==> src/common/tcc_params.svh <==
`ifndef TCC_PARAMS_SVH
`define TCC_PARAMS_SVH

// Register indices; byte address is four times the index
`define TCC_IDX_INIT_TRIM 6'h0b
`define TCC_IDX_CURVATURE 6'h0c
`define TCC_IDX_CTRL_GAIN 6'h0d
`define TCC_IDX_TEMP 6'h20
`define TCC_IDX_STATUS 6'h21

// Control and gain register fields
`define TCC_CTRL_TSE_BIT 7
`define TCC_CTRL_BSE_BIT 6
`define TCC_CTRL_BSR_BIT 5
`define TCC_GAIN_MSB 4

// Reset values of the software-writable control bits
`define TCC_TSE_RESET 1'b0
`define TCC_BSE_RESET 1'b0
`define TCC_BSR_RESET 1'b0

// Curvature is stored as magnitude times this factor
`define TCC_CURV_SCALE 2048

// Analog trim code with value zero ppm, gain in sixteenths
`define TCC_TRIM_ZERO 7'h20
`define TCC_GAIN_UNITY 6'h10
`define TCC_GAIN_MIN 6'h08

// Timing
`define TCC_CLK_HZ 64'd10000000
`define TCC_CONV_TIME_US 64'd22000
`define TCC_PERIOD_LONG_S 64'd600
`define TCC_PERIOD_SHORT_S 64'd60
`define TCC_CONV_CYCLES (`TCC_CONV_TIME_US * `TCC_CLK_HZ / 64'd1000000)
`define TCC_PERIOD_LONG_CYCLES (`TCC_PERIOD_LONG_S * `TCC_CLK_HZ)
`define TCC_PERIOD_SHORT_CYCLES (`TCC_PERIOD_SHORT_S * `TCC_CLK_HZ)

`endif

==> src/common/tcc_pkg.sv <==
package tcc_pkg;

	typedef enum logic [1:0]
	{
		TCC_IDLE = 2'b00,
		TCC_CONV_A = 2'b01,
		TCC_CONV_B = 2'b10
	} tcc_seq_t;

	typedef struct packed
	{
		logic loaded;
		logic temp_sense_enable;
		logic bse;
		logic bsr;
		logic [4:0] gain;
		logic [7:0] curvature;
		logic [5:0] initAnalog;
		logic [1:0] initDigital;
		tcc_seq_t seq;
		logic [35:0] convCnt;
		logic [35:0] periodCnt;
		logic [9:0] sampleA;
		logic [9:0] tempResult;
		logic resultValid;
		logic sensorOn;
		logic compActive;
		logic [5:0] oscAnalog;
		logic [4:0] oscDigital;
		logic [13:0] oscScaled;
		logic pready;
		logic pslverr;
		logic [31:0] prdata;
	} tcc_regs_t;

endpackage

==> src/rtl/tcc_top.sv <==
// What this block does
// - A six-bit analog trim code above 100000 is a negative step count in ppm, 100000 giving 0 and all ones giving -31.
// - The cold curvature coefficient is held as its magnitude times 2048 in plain binary.
// - Curvature and gain are loaded from factory presets after power-up and host writes never change them.
// - A write to the control and gain register changes only its three top bits, the five gain bits keep their factory value.
// - Sensing enable resets to 0 and, when set on main supply, turns on sensor, converter and final trim adjustment.
// - With sensing disabled the oscillator is steered by the initial analog and digital trim values.
// - Setting sensing enable runs two conversions at once, then again every minute, and stores their average as the temperature result.
// - On backup supply sensing and compensation run only when the backup enable is 1, which resets to 0.
// - Backup compensation is forced off while the battery is below 2.7V, whatever the backup enable says.
// - On backup the sensing repeats every 10 minutes with period select 0 and every minute with 1, never when disabled.
// - Each conversion takes the same time, about 22ms, on either supply.
// - Gain code 00000 is a step scale of 1, 00001..01000 lower it by 1/16 to 0.5, 10000..11111 raise it by 1/16 to 2.
// - Each analog trim step is scaled by the gain so the nominal step stays 1ppm.
`timescale 1ns/1ns
`include "tcc_params.svh"

module tcc_top
#(
	parameter int ADDR_W = 8,
	parameter logic [35:0] CONV_CYCLES = 36'(`TCC_CONV_CYCLES),
	parameter logic [35:0] PERIOD_LONG_CYCLES = 36'(`TCC_PERIOD_LONG_CYCLES),
	parameter logic [35:0] PERIOD_SHORT_CYCLES =
		36'(`TCC_PERIOD_SHORT_CYCLES)
)
(
	// Clock and reset
	input wire logic clock,
	input wire logic rst_n,
	// APB slave
	input wire logic psel,
	input wire logic penable,
	input wire logic pwrite,
	input wire logic [ADDR_W-1:0] paddr,
	input wire logic [31:0] pwdata,
	output logic [31:0] prdata,
	output logic pready,
	output logic pslverr,
	// Factory presets
	input wire logic [7:0] factoryCurvature,
	input wire logic [4:0] factoryGain,
	input wire logic [5:0] factoryAnalogTrim,
	input wire logic [1:0] factoryDigitalTrim,
	// Supply state
	input wire logic onBattery,
	input wire logic batteryLow,
	// Temperature converter and compensation engine
	input wire logic [9:0] tempSample,
	input wire logic [5:0] finalAnalogTrim,
	input wire logic [4:0] finalDigitalTrim,
	output logic sensorOn,
	output logic [9:0] tempResult,
	// Oscillator control
	output logic compActive,
	output logic [5:0] oscAnalogCode,
	output logic [4:0] oscDigitalCode,
	output logic [13:0] oscAnalogScaled
);

	tcc_pkg::tcc_regs_t q;
	tcc_pkg::tcc_regs_t d;

	logic [5:0] regIdx;
	logic accessFirst;
	logic accessDone;
	logic mapped;
	logic [31:0] readWord;
	logic sensingAllowed;
	logic tseRise;
	logic periodDone;
	logic [35:0] periodLen;
	logic [5:0] analogSel;
	logic [4:0] digitalSel;
	logic signed [6:0] trimPpm;
	logic [5:0] gainSixteenths;
	logic signed [13:0] scaledSixteenths;

	tcc_trim_scale u_scale
	(
		.trimCode(analogSel),
		.gainCode(q.gain),
		.trimPpm(trimPpm),
		.gainSixteenths(gainSixteenths),
		.scaledSixteenths(scaledSixteenths)
	);

	assign regIdx = paddr[7:2];

	always_comb
	begin
		d = q;

		// Presets are caught one edge after reset release, never by the reset
		if (!q.loaded)
		begin
			d.loaded = 1'b1;
			d.curvature = factoryCurvature;
			d.gain = factoryGain;
			d.initAnalog = factoryAnalogTrim;
			d.initDigital = factoryDigitalTrim;
		end

		// One wait state: data and answer are registered
		accessFirst = psel & penable & ~q.pready;
		accessDone = psel & penable & q.pready;
		mapped = 1'b1;
		readWord = 32'h0000_0000;
		case (regIdx)
			`TCC_IDX_INIT_TRIM:
				readWord = {24'h00_0000, q.initDigital, q.initAnalog};
			`TCC_IDX_CURVATURE:
				readWord = {24'h00_0000, q.curvature};
			`TCC_IDX_CTRL_GAIN:
				readWord = {24'h00_0000, q.temp_sense_enable, q.bse, q.bsr, q.gain};
			`TCC_IDX_TEMP:
				readWord = {22'h00_0000, q.tempResult};
			`TCC_IDX_STATUS:
				readWord = {27'h000_0000, onBattery, q.resultValid,
					q.compActive, q.sensorOn, q.seq != tcc_pkg::TCC_IDLE};
			default:
				mapped = 1'b0;
		endcase
		d.pready = accessFirst;
		d.pslverr = accessFirst & ~mapped;
		d.prdata = (accessFirst && !pwrite) ? readWord : 32'h0000_0000;

		// Read-only registers take writes silently; gain bits never change
		if (accessDone && pwrite && regIdx == `TCC_IDX_CTRL_GAIN)
		begin
			d.temp_sense_enable = pwdata[`TCC_CTRL_TSE_BIT];
			d.bse = pwdata[`TCC_CTRL_BSE_BIT];
			d.bsr = pwdata[`TCC_CTRL_BSR_BIT];
		end
		// On main supply enable taking effect starts a cycle at once, not a period later
		tseRise = q.temp_sense_enable & ~q.compActive;

		// On backup only the backup enable counts, and only on a healthy cell
		if (onBattery)
			sensingAllowed = q.bse & ~batteryLow;
		else
			sensingAllowed = q.temp_sense_enable;
		d.compActive = sensingAllowed;

		if (onBattery && !q.bsr)
			periodLen = PERIOD_LONG_CYCLES;
		else
			periodLen = PERIOD_SHORT_CYCLES;
		periodDone = q.periodCnt >= periodLen - 36'h1;

		if (!sensingAllowed)
		begin
			// Dropping the enable aborts any half-done cycle
			d.seq = tcc_pkg::TCC_IDLE;
			d.sensorOn = 1'b0;
			d.convCnt = '0;
			d.periodCnt = '0;
		end
		else
		begin
			d.periodCnt = q.periodCnt + 36'h1;
			case (q.seq)
				tcc_pkg::TCC_IDLE:
				begin
					if ((tseRise && !onBattery) || periodDone)
					begin
						d.seq = tcc_pkg::TCC_CONV_A;
						d.sensorOn = 1'b1;
						d.convCnt = '0;
						d.periodCnt = '0;
					end
				end
				tcc_pkg::TCC_CONV_A:
				begin
					if (q.convCnt >= CONV_CYCLES - 36'h1)
					begin
						d.sampleA = tempSample;
						d.convCnt = '0;
						d.seq = tcc_pkg::TCC_CONV_B;
					end
					else
						d.convCnt = q.convCnt + 36'h1;
				end
				tcc_pkg::TCC_CONV_B:
				begin
					if (q.convCnt >= CONV_CYCLES - 36'h1)
					begin
						d.tempResult = 10'(({1'b0, q.sampleA} +
							{1'b0, tempSample}) >> 1);
						d.resultValid = 1'b1;
						d.sensorOn = 1'b0;
						d.convCnt = '0;
						d.seq = tcc_pkg::TCC_IDLE;
					end
					else
						d.convCnt = q.convCnt + 36'h1;
				end
				default:
				begin
					d.seq = tcc_pkg::TCC_IDLE;
					d.sensorOn = 1'b0;
				end
			endcase
		end

		// Initial digital trim mapped onto the final digital encoding
		case (q.initDigital)
			2'h1: digitalSel = 5'h01;
			2'h3: digitalSel = 5'h11;
			default: digitalSel = 5'h00;
		endcase
		if (sensingAllowed)
		begin
			analogSel = finalAnalogTrim;
			digitalSel = finalDigitalTrim;
		end
		else
			analogSel = q.initAnalog;
		d.oscAnalog = analogSel;
		d.oscDigital = digitalSel;
		d.oscScaled = 14'(scaledSixteenths);
	end

	always_ff @(posedge clock or negedge rst_n)
	begin
		if (!rst_n)
		begin
			q <= '0;
			q.temp_sense_enable <= `TCC_TSE_RESET;
			q.bse <= `TCC_BSE_RESET;
			q.bsr <= `TCC_BSR_RESET;
		end
		else
			q <= d;
	end

	assign prdata = q.prdata;
	assign pready = q.pready;
	assign pslverr = q.pslverr;
	assign sensorOn = q.sensorOn;
	assign tempResult = q.tempResult;
	assign compActive = q.compActive;
	assign oscAnalogCode = q.oscAnalog;
	assign oscDigitalCode = q.oscDigital;
	assign oscAnalogScaled = q.oscScaled;

endmodule // tcc_top

==> src/rtl/tcc_trim_scale.sv <==
`timescale 1ns/1ns
`include "tcc_params.svh"

module tcc_trim_scale
(
	// Codes
	input wire logic [5:0] trimCode,
	input wire logic [4:0] gainCode,
	// Results
	output logic signed [6:0] trimPpm,
	output logic [5:0] gainSixteenths,
	output logic signed [13:0] scaledSixteenths
);

	always_comb
	begin
		// Code 0 is +32, top bit set counts down to -31
		trimPpm = signed'(7'(`TCC_TRIM_ZERO - {1'b0, trimCode}));
		if (gainCode[`TCC_GAIN_MSB])
			gainSixteenths = 6'(`TCC_GAIN_UNITY + 6'h01 + {2'h0, gainCode[3:0]});
		else if (gainCode[3])
			// Codes above 01000 have no defined step; clamp to half
			gainSixteenths = `TCC_GAIN_MIN;
		else
			gainSixteenths = 6'(`TCC_GAIN_UNITY - {3'h0, gainCode[2:0]});
		scaledSixteenths = 14'(trimPpm * signed'({1'b0, gainSixteenths}));
	end

endmodule // tcc_trim_scale
==> config.mk <==
export PLATFORM = sky130hd
export DESIGN_NAME = tcc_top
export DESIGN_NICKNAME = d
export VERILOG_FILES = /design/src/common/tcc_pkg.sv /design/src/rtl/tcc_top.sv /design/src/rtl/tcc_trim_scale.sv
export VERILOG_INCLUDE_DIRS = /design/src /design/src/common
export SDC_FILE = /design/constraint.sdc
export NUM_CORES = 1
export LEC_CHECK = 0
export BUFFER_PORTS_ARGS = -buffer_cell sky130_fd_sc_hd__buf_2
export CORE_UTILIZATION = 50
export DETAILED_ROUTE_END_ITERATION = 8
export GPL_ROUTABILITY_DRIVEN = 0
export GPL_TIMING_DRIVEN = 0
export PLACE_DENSITY = 0.72
export SYNTH_ARGS = -nofsm -noshare
export SYNTH_HDL_FRONTEND = slang
export SYNTH_HIERARCHICAL = 1
export SYNTH_SLANG_ARGS = --single-unit
==> constraint.sdc <==
create_clock -name clock -period 7.52 [get_ports clock]
set_input_delay 1.88 -clock clock [delete_from_list [all_inputs] [get_ports clock]]
set_output_delay 1.88 -clock clock [all_outputs]
set_load 0.01 [all_outputs]
# Word level (Yosys, flattened, before mapping)
# Index checks and enable logic that the tools add are counted.
dict set report word_totals {
  register_bits 181
  input_bits 89
  out_inout_bits 71
  elab_cells 96
}
dict set report op_classes {
  add_sub_neg 7
  multipliers 1
  magnitude_cmp 2
  eq_ne 14
  n_mux 22
  n_bitwise 10
  n_reduce_logical 18
}
# operator count
set op_table {}
lappend op_table {{74-bit two-way mux} 2}
lappend op_table {{36-bit by 1-bit adder with 36-bit output (second input constant)} 2}
lappend op_table {{36-bit two-way mux} 2}
lappend op_table {{36-bit one-hot mux with 2 select lines} 1}
lappend op_table {{10-bit one-hot mux with 5 select lines} 1}
lappend op_table {{36-bit by 18-bit >= comparator with 1-bit output (second input constant)} 1}
lappend op_table {{36-bit >= comparator} 1}
lappend op_table {{36-bit by 1-bit subtractor with 36-bit output (second input constant)} 1}
lappend op_table {{33-bit two-way mux} 1}
lappend op_table {{32-bit two-way mux} 1}
lappend op_table {{6-bit by 4-bit == test with 1-bit output (second input constant)} 3}
lappend op_table {{6-bit two-way mux} 3}
lappend op_table {{7-bit by 7-bit multiplier with 14-bit output} 1}
lappend op_table {{6-bit == test (second input constant)} 2}
lappend op_table {{3-bit AND reduction} 4}
lappend op_table {{10-bit by 10-bit adder with 11-bit output} 1}
lappend op_table {{5-bit one-hot mux with 2 select lines} 1}
lappend op_table {{3-bit inequality test (second input constant)} 3}
lappend op_table {{6-bit by 6-bit subtractor with 7-bit output (first input constant)} 1}
lappend op_table {{5-bit by 4-bit adder with 6-bit output (first input constant)} 1}
lappend op_table {{1-bit AND} 6}
lappend op_table {{2-bit one-hot mux with 3 select lines} 1}
lappend op_table {{5-bit by 3-bit subtractor with 6-bit output (first input constant)} 1}
lappend op_table {{1-bit logical AND} 5}
lappend op_table {{16 further kinds} 28}

# Longest topological paths before layout
# Gate-level depths: netlist of the first run.
dict set report depth {
  depth_word 9
  ltp_mapped 25
  ltp_nobuf 24
}

# Hierarchy
# Netlist of the first run, hierarchy kept.
# mod n_inst cells_each area_per_inst_um2 seq_area_each_um2
set by_module_without_submodules {}
lappend by_module_without_submodules {tcc_top 1 805 8209.1 3978.8}
lappend by_module_without_submodules {tcc_trim_scale 1 246 1959.4 0.0}

# Worst setup path before layout of the first run
# Ideal clock, no wire load.
dict set report synth_path {
  kind {input port to flip-flop}
  startpoint {input onBattery}
  endpoint {register q (netlist bit oscAnalogScaled[12])}
  setup_time_ns 0.069
  arrival_ns 6.958
  t_required_ns 7.451
  slack_ns 0.493
  stages 25
  n_path_buf 1
  path_cell_list {nand2_1 o22a_1 inv_1 clkbuf_1 nand2_1 nand2_1 inv_1 ha_1 or3b_4 o21ai_4 nor2_1 inv_1 fa_1 inv_1 fa_1 fa_1 inv_1 fa_1 inv_1 ha_1 a21oi_1 o21a_1 o31ai_2 a2111oi_0 nand3b_1}
}
# element line_no
set synth_rtl {}
lappend synth_rtl {{start, declared} tcc_top.sv:45} ;# input wire logic onBattery,
lappend synth_rtl {{end, declared} tcc_top.sv:60} ;# tcc_pkg::tcc_regs_t q;

==> results of run 1 <==
## timing repair
action | 4_1_cts | 5_1_grt
gates resized for setup | 2 | 11
setup endpoints to repair | 5 | 5
buffers inserted | 0 | 4
pin swaps | 0 | 0
cloned | 0 | 0
## registers in the layout (all words and copies together) (netlist names)
signal and cells:
q 110, tempResult 10, compActive 1, oscAnalogCode 6
pslverr 1, oscDigitalCode 5, oscAnalogScaled 14, prdata 10
sensorOn 1, pready 1
## power by group through the flow
stage / logic (mW) / registers [mW] / clock network (mW)
5_1_grt: 1.20 / 0.949 / 0.976
2_1_floorplan: 0.807 / 0.952 / 0
3_5_place_dp: 1.04 / 0.960 / 0
6_report: 1.06 / 0.944 / 0.922
3_3_place_gp: 1.00 / 0.959 / 0
4_1_cts: 1.05 / 0.944 / 0.939
## worst paths after layout
kind	cells past startpoint	from	slack [ps]	to
setup / recovery	25	onBattery	280	oscAnalogScaled[13]
hold / removal	1	q[150]	480	q[150]
setup reg to reg	24	q[179]	1520	oscAnalogScaled[13]
hold reg to reg	1	q[150]	480	q[150]
max in group asynchronous	2	rst_n	5310	q[173]
min in group asynchronous	1	rst_n	1330	q[95]
## layout make-up
type,count,area [um2],share of cell area
Buffer,97,654.4,0.05531
Timing Repair Buffer,111,598.1,0.05055
Multi-Input combinational cell,730,5333,0.4507
Sequential cell,159,3979,0.3363
Inverter,80,305.3,0.02580
Clock inverter,10,160.2,0.01354
Tap cell,265,331.6,0.02802
Clock buffer,21,470.5,0.03976
## worst register-to-register path, stage by stage (launching register included)
cell and delay [ps]:
dfrtp_1 410, inv_1 80, o22a_2 270, clkbuf_4 220, nand2_1 100, nand2_1 120, inv_2 160, ha_1 220
or3b_4 440, o21ai_4 210, inv_2 90, nand2_1 140, inv_1 80, fa_1 530, fa_1 440, fa_1 570
inv_1 60, fa_1 500, inv_1 40, ha_1 340, a211oi_1 260, o211ai_1 230, nand3_1 160, a21oi_1 90
xnor2_1 130
## metal layers
metal	up-vias	global-route usage	wire [um]
li1	3797	-	-
met1	3802	0.3173	10440
met2	234	0.3735	10700
met3	28	0.06291	1547
met4	2	0.06482	323
met5	-	0	12
## metrics by stage
stage                     area [um2]  hold WS, ps
final                          11830        483.3
after detailed placement       11130        472.8
after global routing           11830        504.6
after CTS                      11770        489.0
after floorplan                10220        435.1
after global placement         11090        469.6
==> flow_summary.json, run 1 <==
{
  "clock_skew_ps": 8.295,
  "slowest_delay_ps": 570,
  "grt_max_degree": 116,
  "layout.nets": 1373,
  "numCtsBuffers": 17,
  "intPower_mw": 1.970,
  "worstSetupPathType": "input pin to register",
  "n_antenna_cell": 0,
  "clk_pin_slew_ps": 60,
  "arrival_ps": 7560,
  "core_um2": 19650,
  "relSlewSlack": 0.3120,
  "placedCellCount": 1439,
  "drt-pass1-iter-count": 5,
  "grt_pass1_vias": 7673,
  "hpwl_um": 17230,
  "powerDensity_nw_per_um2": 247.5,
  "final_antenna_net_count": 0,
  "cts_root_buf": "clkbuf_16",
  "fin_crit_sh": 0.9634,
  "fmax_mhz": 138.0,
  "p_leak_nw": 5.807,
  "clkSinkCount": 159,
  "grt_overflow": 0,
  "seqPwrFrac": 0.322,
  "finalNonFillerCells": 1473,
  "ys_warn_count": 6,
  "ir_drop_mv": 0.1789,
  "area_growth_pct": 16.61,
  "p_total_mw": 2.929,
  "path_delay_family": "adder cells",
  "cp_slowest_cell": "fa_1",
  "wl_per_cell_um": 15.63,
  "clockBufferDepth": 2,
  "mostFrequentLayoutCells": "dfrtp_1 (159), buf_2 (114), nor2_1 (112), nand2_1 (80), inv_1 (74)",
  "grt_antenna_before_repair": 3,
  "htreeDepth": 4,
  "first_iter_violations": 544,
  "avgSynthCellArea_um2": 9.700,
  "num_vias": 7863,
  "worstSetupStartpointType": "input pin",
  "start_util": 0.5162,
  "die_y_um": 144.5,
  "hp-class": "register to register",
  "grt_pass1_wl_um": 37760,
  "final_common_cell": "dfrtp_1",
  "drive_above_1_share": 0.2417,
  "status": "complete, no violations",
  "num_rows": 51,
  "die_x_um": 144.5,
  "syn_inst": 1046,
  "final_max_slew_viol_count": 0,
  "critPathCaptureType": "register",
  "finalWirelength_um": 23020,
  "insertion_delay_ps": 430,
  "finalHoldViolCount": 0,
  "drc": 0,
  "final.setup.worst_slack_ps": 275.3,
  "place_ws_ps": -740.1,
  "viasPerCell": 5.338,
  "cap_violations": 0,
  "dieArea_um2": 20870,
  "numPortBuffers": 106,
  "hold_buffers": 0,
  "synth_area_um2": 10150,
  "setup_viol": 0,
  "cts_tree": "yes",
  "worst_pin_slew_ps": 1018,
  "fill_cells": 1716,
  "combPwrFrac": 0.363,
  "swShare": 0.3275,
  "final_util": 0.6020,
  "cp_max_fo": 10,
  "min_period_ps": 7245,
  "power.switching_mw": 0.9591,
  "grt_use_total": 0.2356,
  "fin_setup_tns_ps": 0,
  "clkPwrFrac": 0.315,
  "ios": 160,
  "worstPathRequired_ps": 7830,
  "crit_buf_inv": 7
}
Power figures use the tool's default switching activity.
==> run 2: changes to the inputs <==
Settings changed: BUFFER_PORTS_ARGS -buffer_cell sky130_fd_sc_hd__buf_2 to not set, CORE_ASPECT_RATIO set to 0.7, DONT_BUFFER_PORTS set to 1, PLACE_DENSITY 0.72 to not set.
==> run 2 against run 1 <==
Routed wire length is 0.43% lower. Core utilization is 3.9 points lower. Critical path depth is 1 lower. Clock skew is 4.1 ps higher. First-iteration DRC count is 2.4% higher. Count of clock-buffer cells in the layout is 2 lower. Sequential share of layout area is 2.0 points higher. Setup slack better by 140 ps. Flip-flop and latch count stayed put. Via count is 6.2% lower. Die area hardly changed.
==> flow_summary.json, run 2 (same netlist as run 1, synthesis figures left out) <==
{
  "status": "complete, no violations",
  "seqCellArea_um2": 3979,
  "largest_reg_flops": 110,
  "grt_antenna_before_repair": 5,
  "htreeDepth": 4,
  "ir_drop_mv": 0.1463,
  "grt_max_degree": 160,
  "final_common_cell": "dfrtp_1",
  "p_total_mw": 2.762,
  "drive_above_1_share": 0.1644,
  "final.setup.worst_slack_ps": 416.7,
  "first_iter_violations": 557,
  "drc": 0,
  "mostFrequentLayoutCells": "dfrtp_1 (159), nor2_1 (112), nand2_1 (80), inv_1 (75), buf_4 (73)",
  "grt_use_total": 0.2335,
  "grt_overflow": 0,
  "num_rows": 43,
  "numPortBuffers": 0,
  "hold_slack_ps": 472.7,
  "placed_area_um2": 10560,
  "final_max_slew_viol_count": 0,
  "grt_pass1_wl_um": 36990,
  "placedCellCount": 1337,
  "fin_crit_sh": 0.9446,
  "worst_pin_slew_ps": 973.6,
  "clock_skew_ps": 12.42,
  "clkSinkCount": 159,
  "fmax_mhz": 140.8,
  "relSlewSlack": 0.3418,
  "finalNonFillerCells": 1373,
  "worstPathRequired_ps": 7900,
  "worstSetupStartpointType": "input pin",
  "drt-pass1-iter-count": 5,
  "hold_buffers": 0,
  "final_antenna_net_count": 0,
  "area_growth_pct": 10.21,
  "cp_max_fo": 10,
  "core_um2": 19850,
  "num_vias": 7373,
  "min_period_ps": 7103,
  "cts_root_buf": "clkbuf_16",
  "die_x_um": 172.3,
  "cts_tree": "yes",
  "place_ws_ps": -509.4,
  "critPathCaptureType": "register",
  "worstSetupPathType": "input pin to register",
  "hp-class": "register to register",
  "arrival_ps": 7490,
  "stdcell_area_um2": 11180,
  "finalHoldViolCount": 0,
  "fill_cells": 1750,
  "cap_violations": 0,
  "dieArea_um2": 20870,
  "ios": 160,
  "start_util": 0.5111,
  "top_register": "q",
  "hpwl_um": 16890,
  "rsz0062_at_grt": "false",
  "finalWirelength_um": 22920,
  "numCtsBuffers": 17,
  "insertion_delay_ps": 440,
  "clockBufferDepth": 2,
  "powerDensity_nw_per_um2": 247.0,
  "setup_viol": 0,
  "layout.nets": 1266,
  "wl_per_cell_um": 16.69,
  "grt_pass1_vias": 6893,
  "multiInputGateArea_um2": 5305,
  "p_leak_nw": 5.288,
  "viasPerCell": 5.370,
  "die_y_um": 121.2,
  "clk_pin_slew_ps": 70
}
[run 2: worst max-delay path: stages]
cell and delay, ps:
nand2_1 30, o22a_1 290, clkbuf_2 280, nand2_1 130, nand2_1 120, inv_2 160
ha_1 210, or3b_4 430, o21ai_4 200, inv_2 80, nand2_1 150, fa_1 430
inv_1 190, fa_1 450, fa_1 540, inv_1 50, fa_1 490, inv_1 40
ha_1 360, a21oi_1 170, o21a_1 150, o31ai_2 90, a2111oi_0 380, nand3b_1 150
[run 2: timing repair]
action                                  CTS  global route
setup buffers                             0             4
endpoints found under the hold margin     0             0
gates resized for setup                   1             6
endpoints found under the setup margin    2             4
cloned                                    0             0
[run 2: per-layer routing]
| layer | share of wire | track usage | up-vias | wire length (um) |
|---|---|---|---|---|
| met3 | 0.072 | 0.08187 | 18 | 1648 |
| met5 | 0.0013 | 0 | - | 29 |
| li1 | - | - | 3600 | - |
| met4 | 0.0072 | 0.04812 | 4 | 164 |
| met1 | 0.51 | 0.3530 | 3571 | 11610 |
| met2 | 0.41 | 0.3168 | 180 | 9465 |
[run 2: path summary, 6_finish.rpt]
| path | from | end | slack, ps | cells after the start |
|---|---|---|---|---|
| worst min-delay path | q[61] | q[61] | 470 | 1 |
| worst min register to register | q[61] | q[61] | 470 | 1 |
| max in group asynchronous | rst_n | prdata[3] | 6150 | 0 |
| worst max register to register | q[179] | oscAnalogScaled[12] | 1420 | 24 |
| worst max-delay path | onBattery | oscAnalogScaled[12] | 420 | 24 |
| min in group asynchronous | rst_n | oscAnalogScaled[11] | 1130 | 0 |
[run 2: cell type report]
| class | count | share of cell area |
|---|---|---|
| Inverter | 80 | 0.02730 |
| Clock buffer | 19 | 0.03961 |
| Tap cell | 270 | 0.03021 |
| Antenna cell | 2 | 0.0004476 |
| Multi-Input combinational cell | 730 | 0.4744 |
| Clock inverter | 12 | 0.01119 |
| Timing Repair Buffer | 4 | 0.002685 |
| Buffer | 97 | 0.05830 |
| Sequential cell | 159 | 0.3558 |
[run 2: power breakdown]
| group | total (mW) | switching (mW) | internal [mW] |
|---|---|---|---|
| Combinational | 0.960 | 0.536 | 0.424 |
| Clock | 0.858 | 0.386 | 0.472 |
| Sequential | 0.944 | 0.0247 | 0.920 |
| Total | 2.76 | 0.946 | 1.82 |
[run 2: metrics by stage]
step / TNS (ps) / utilization
2_1_floorplan: 0 / -
3_3_place_gp: -1259 / 0.5320
3_5_place_dp: -2077 / 0.5320
4_1_cts: 0 / 0.5610
5_1_grt: 0 / 0.5630
6_report: 0 / 0.5632
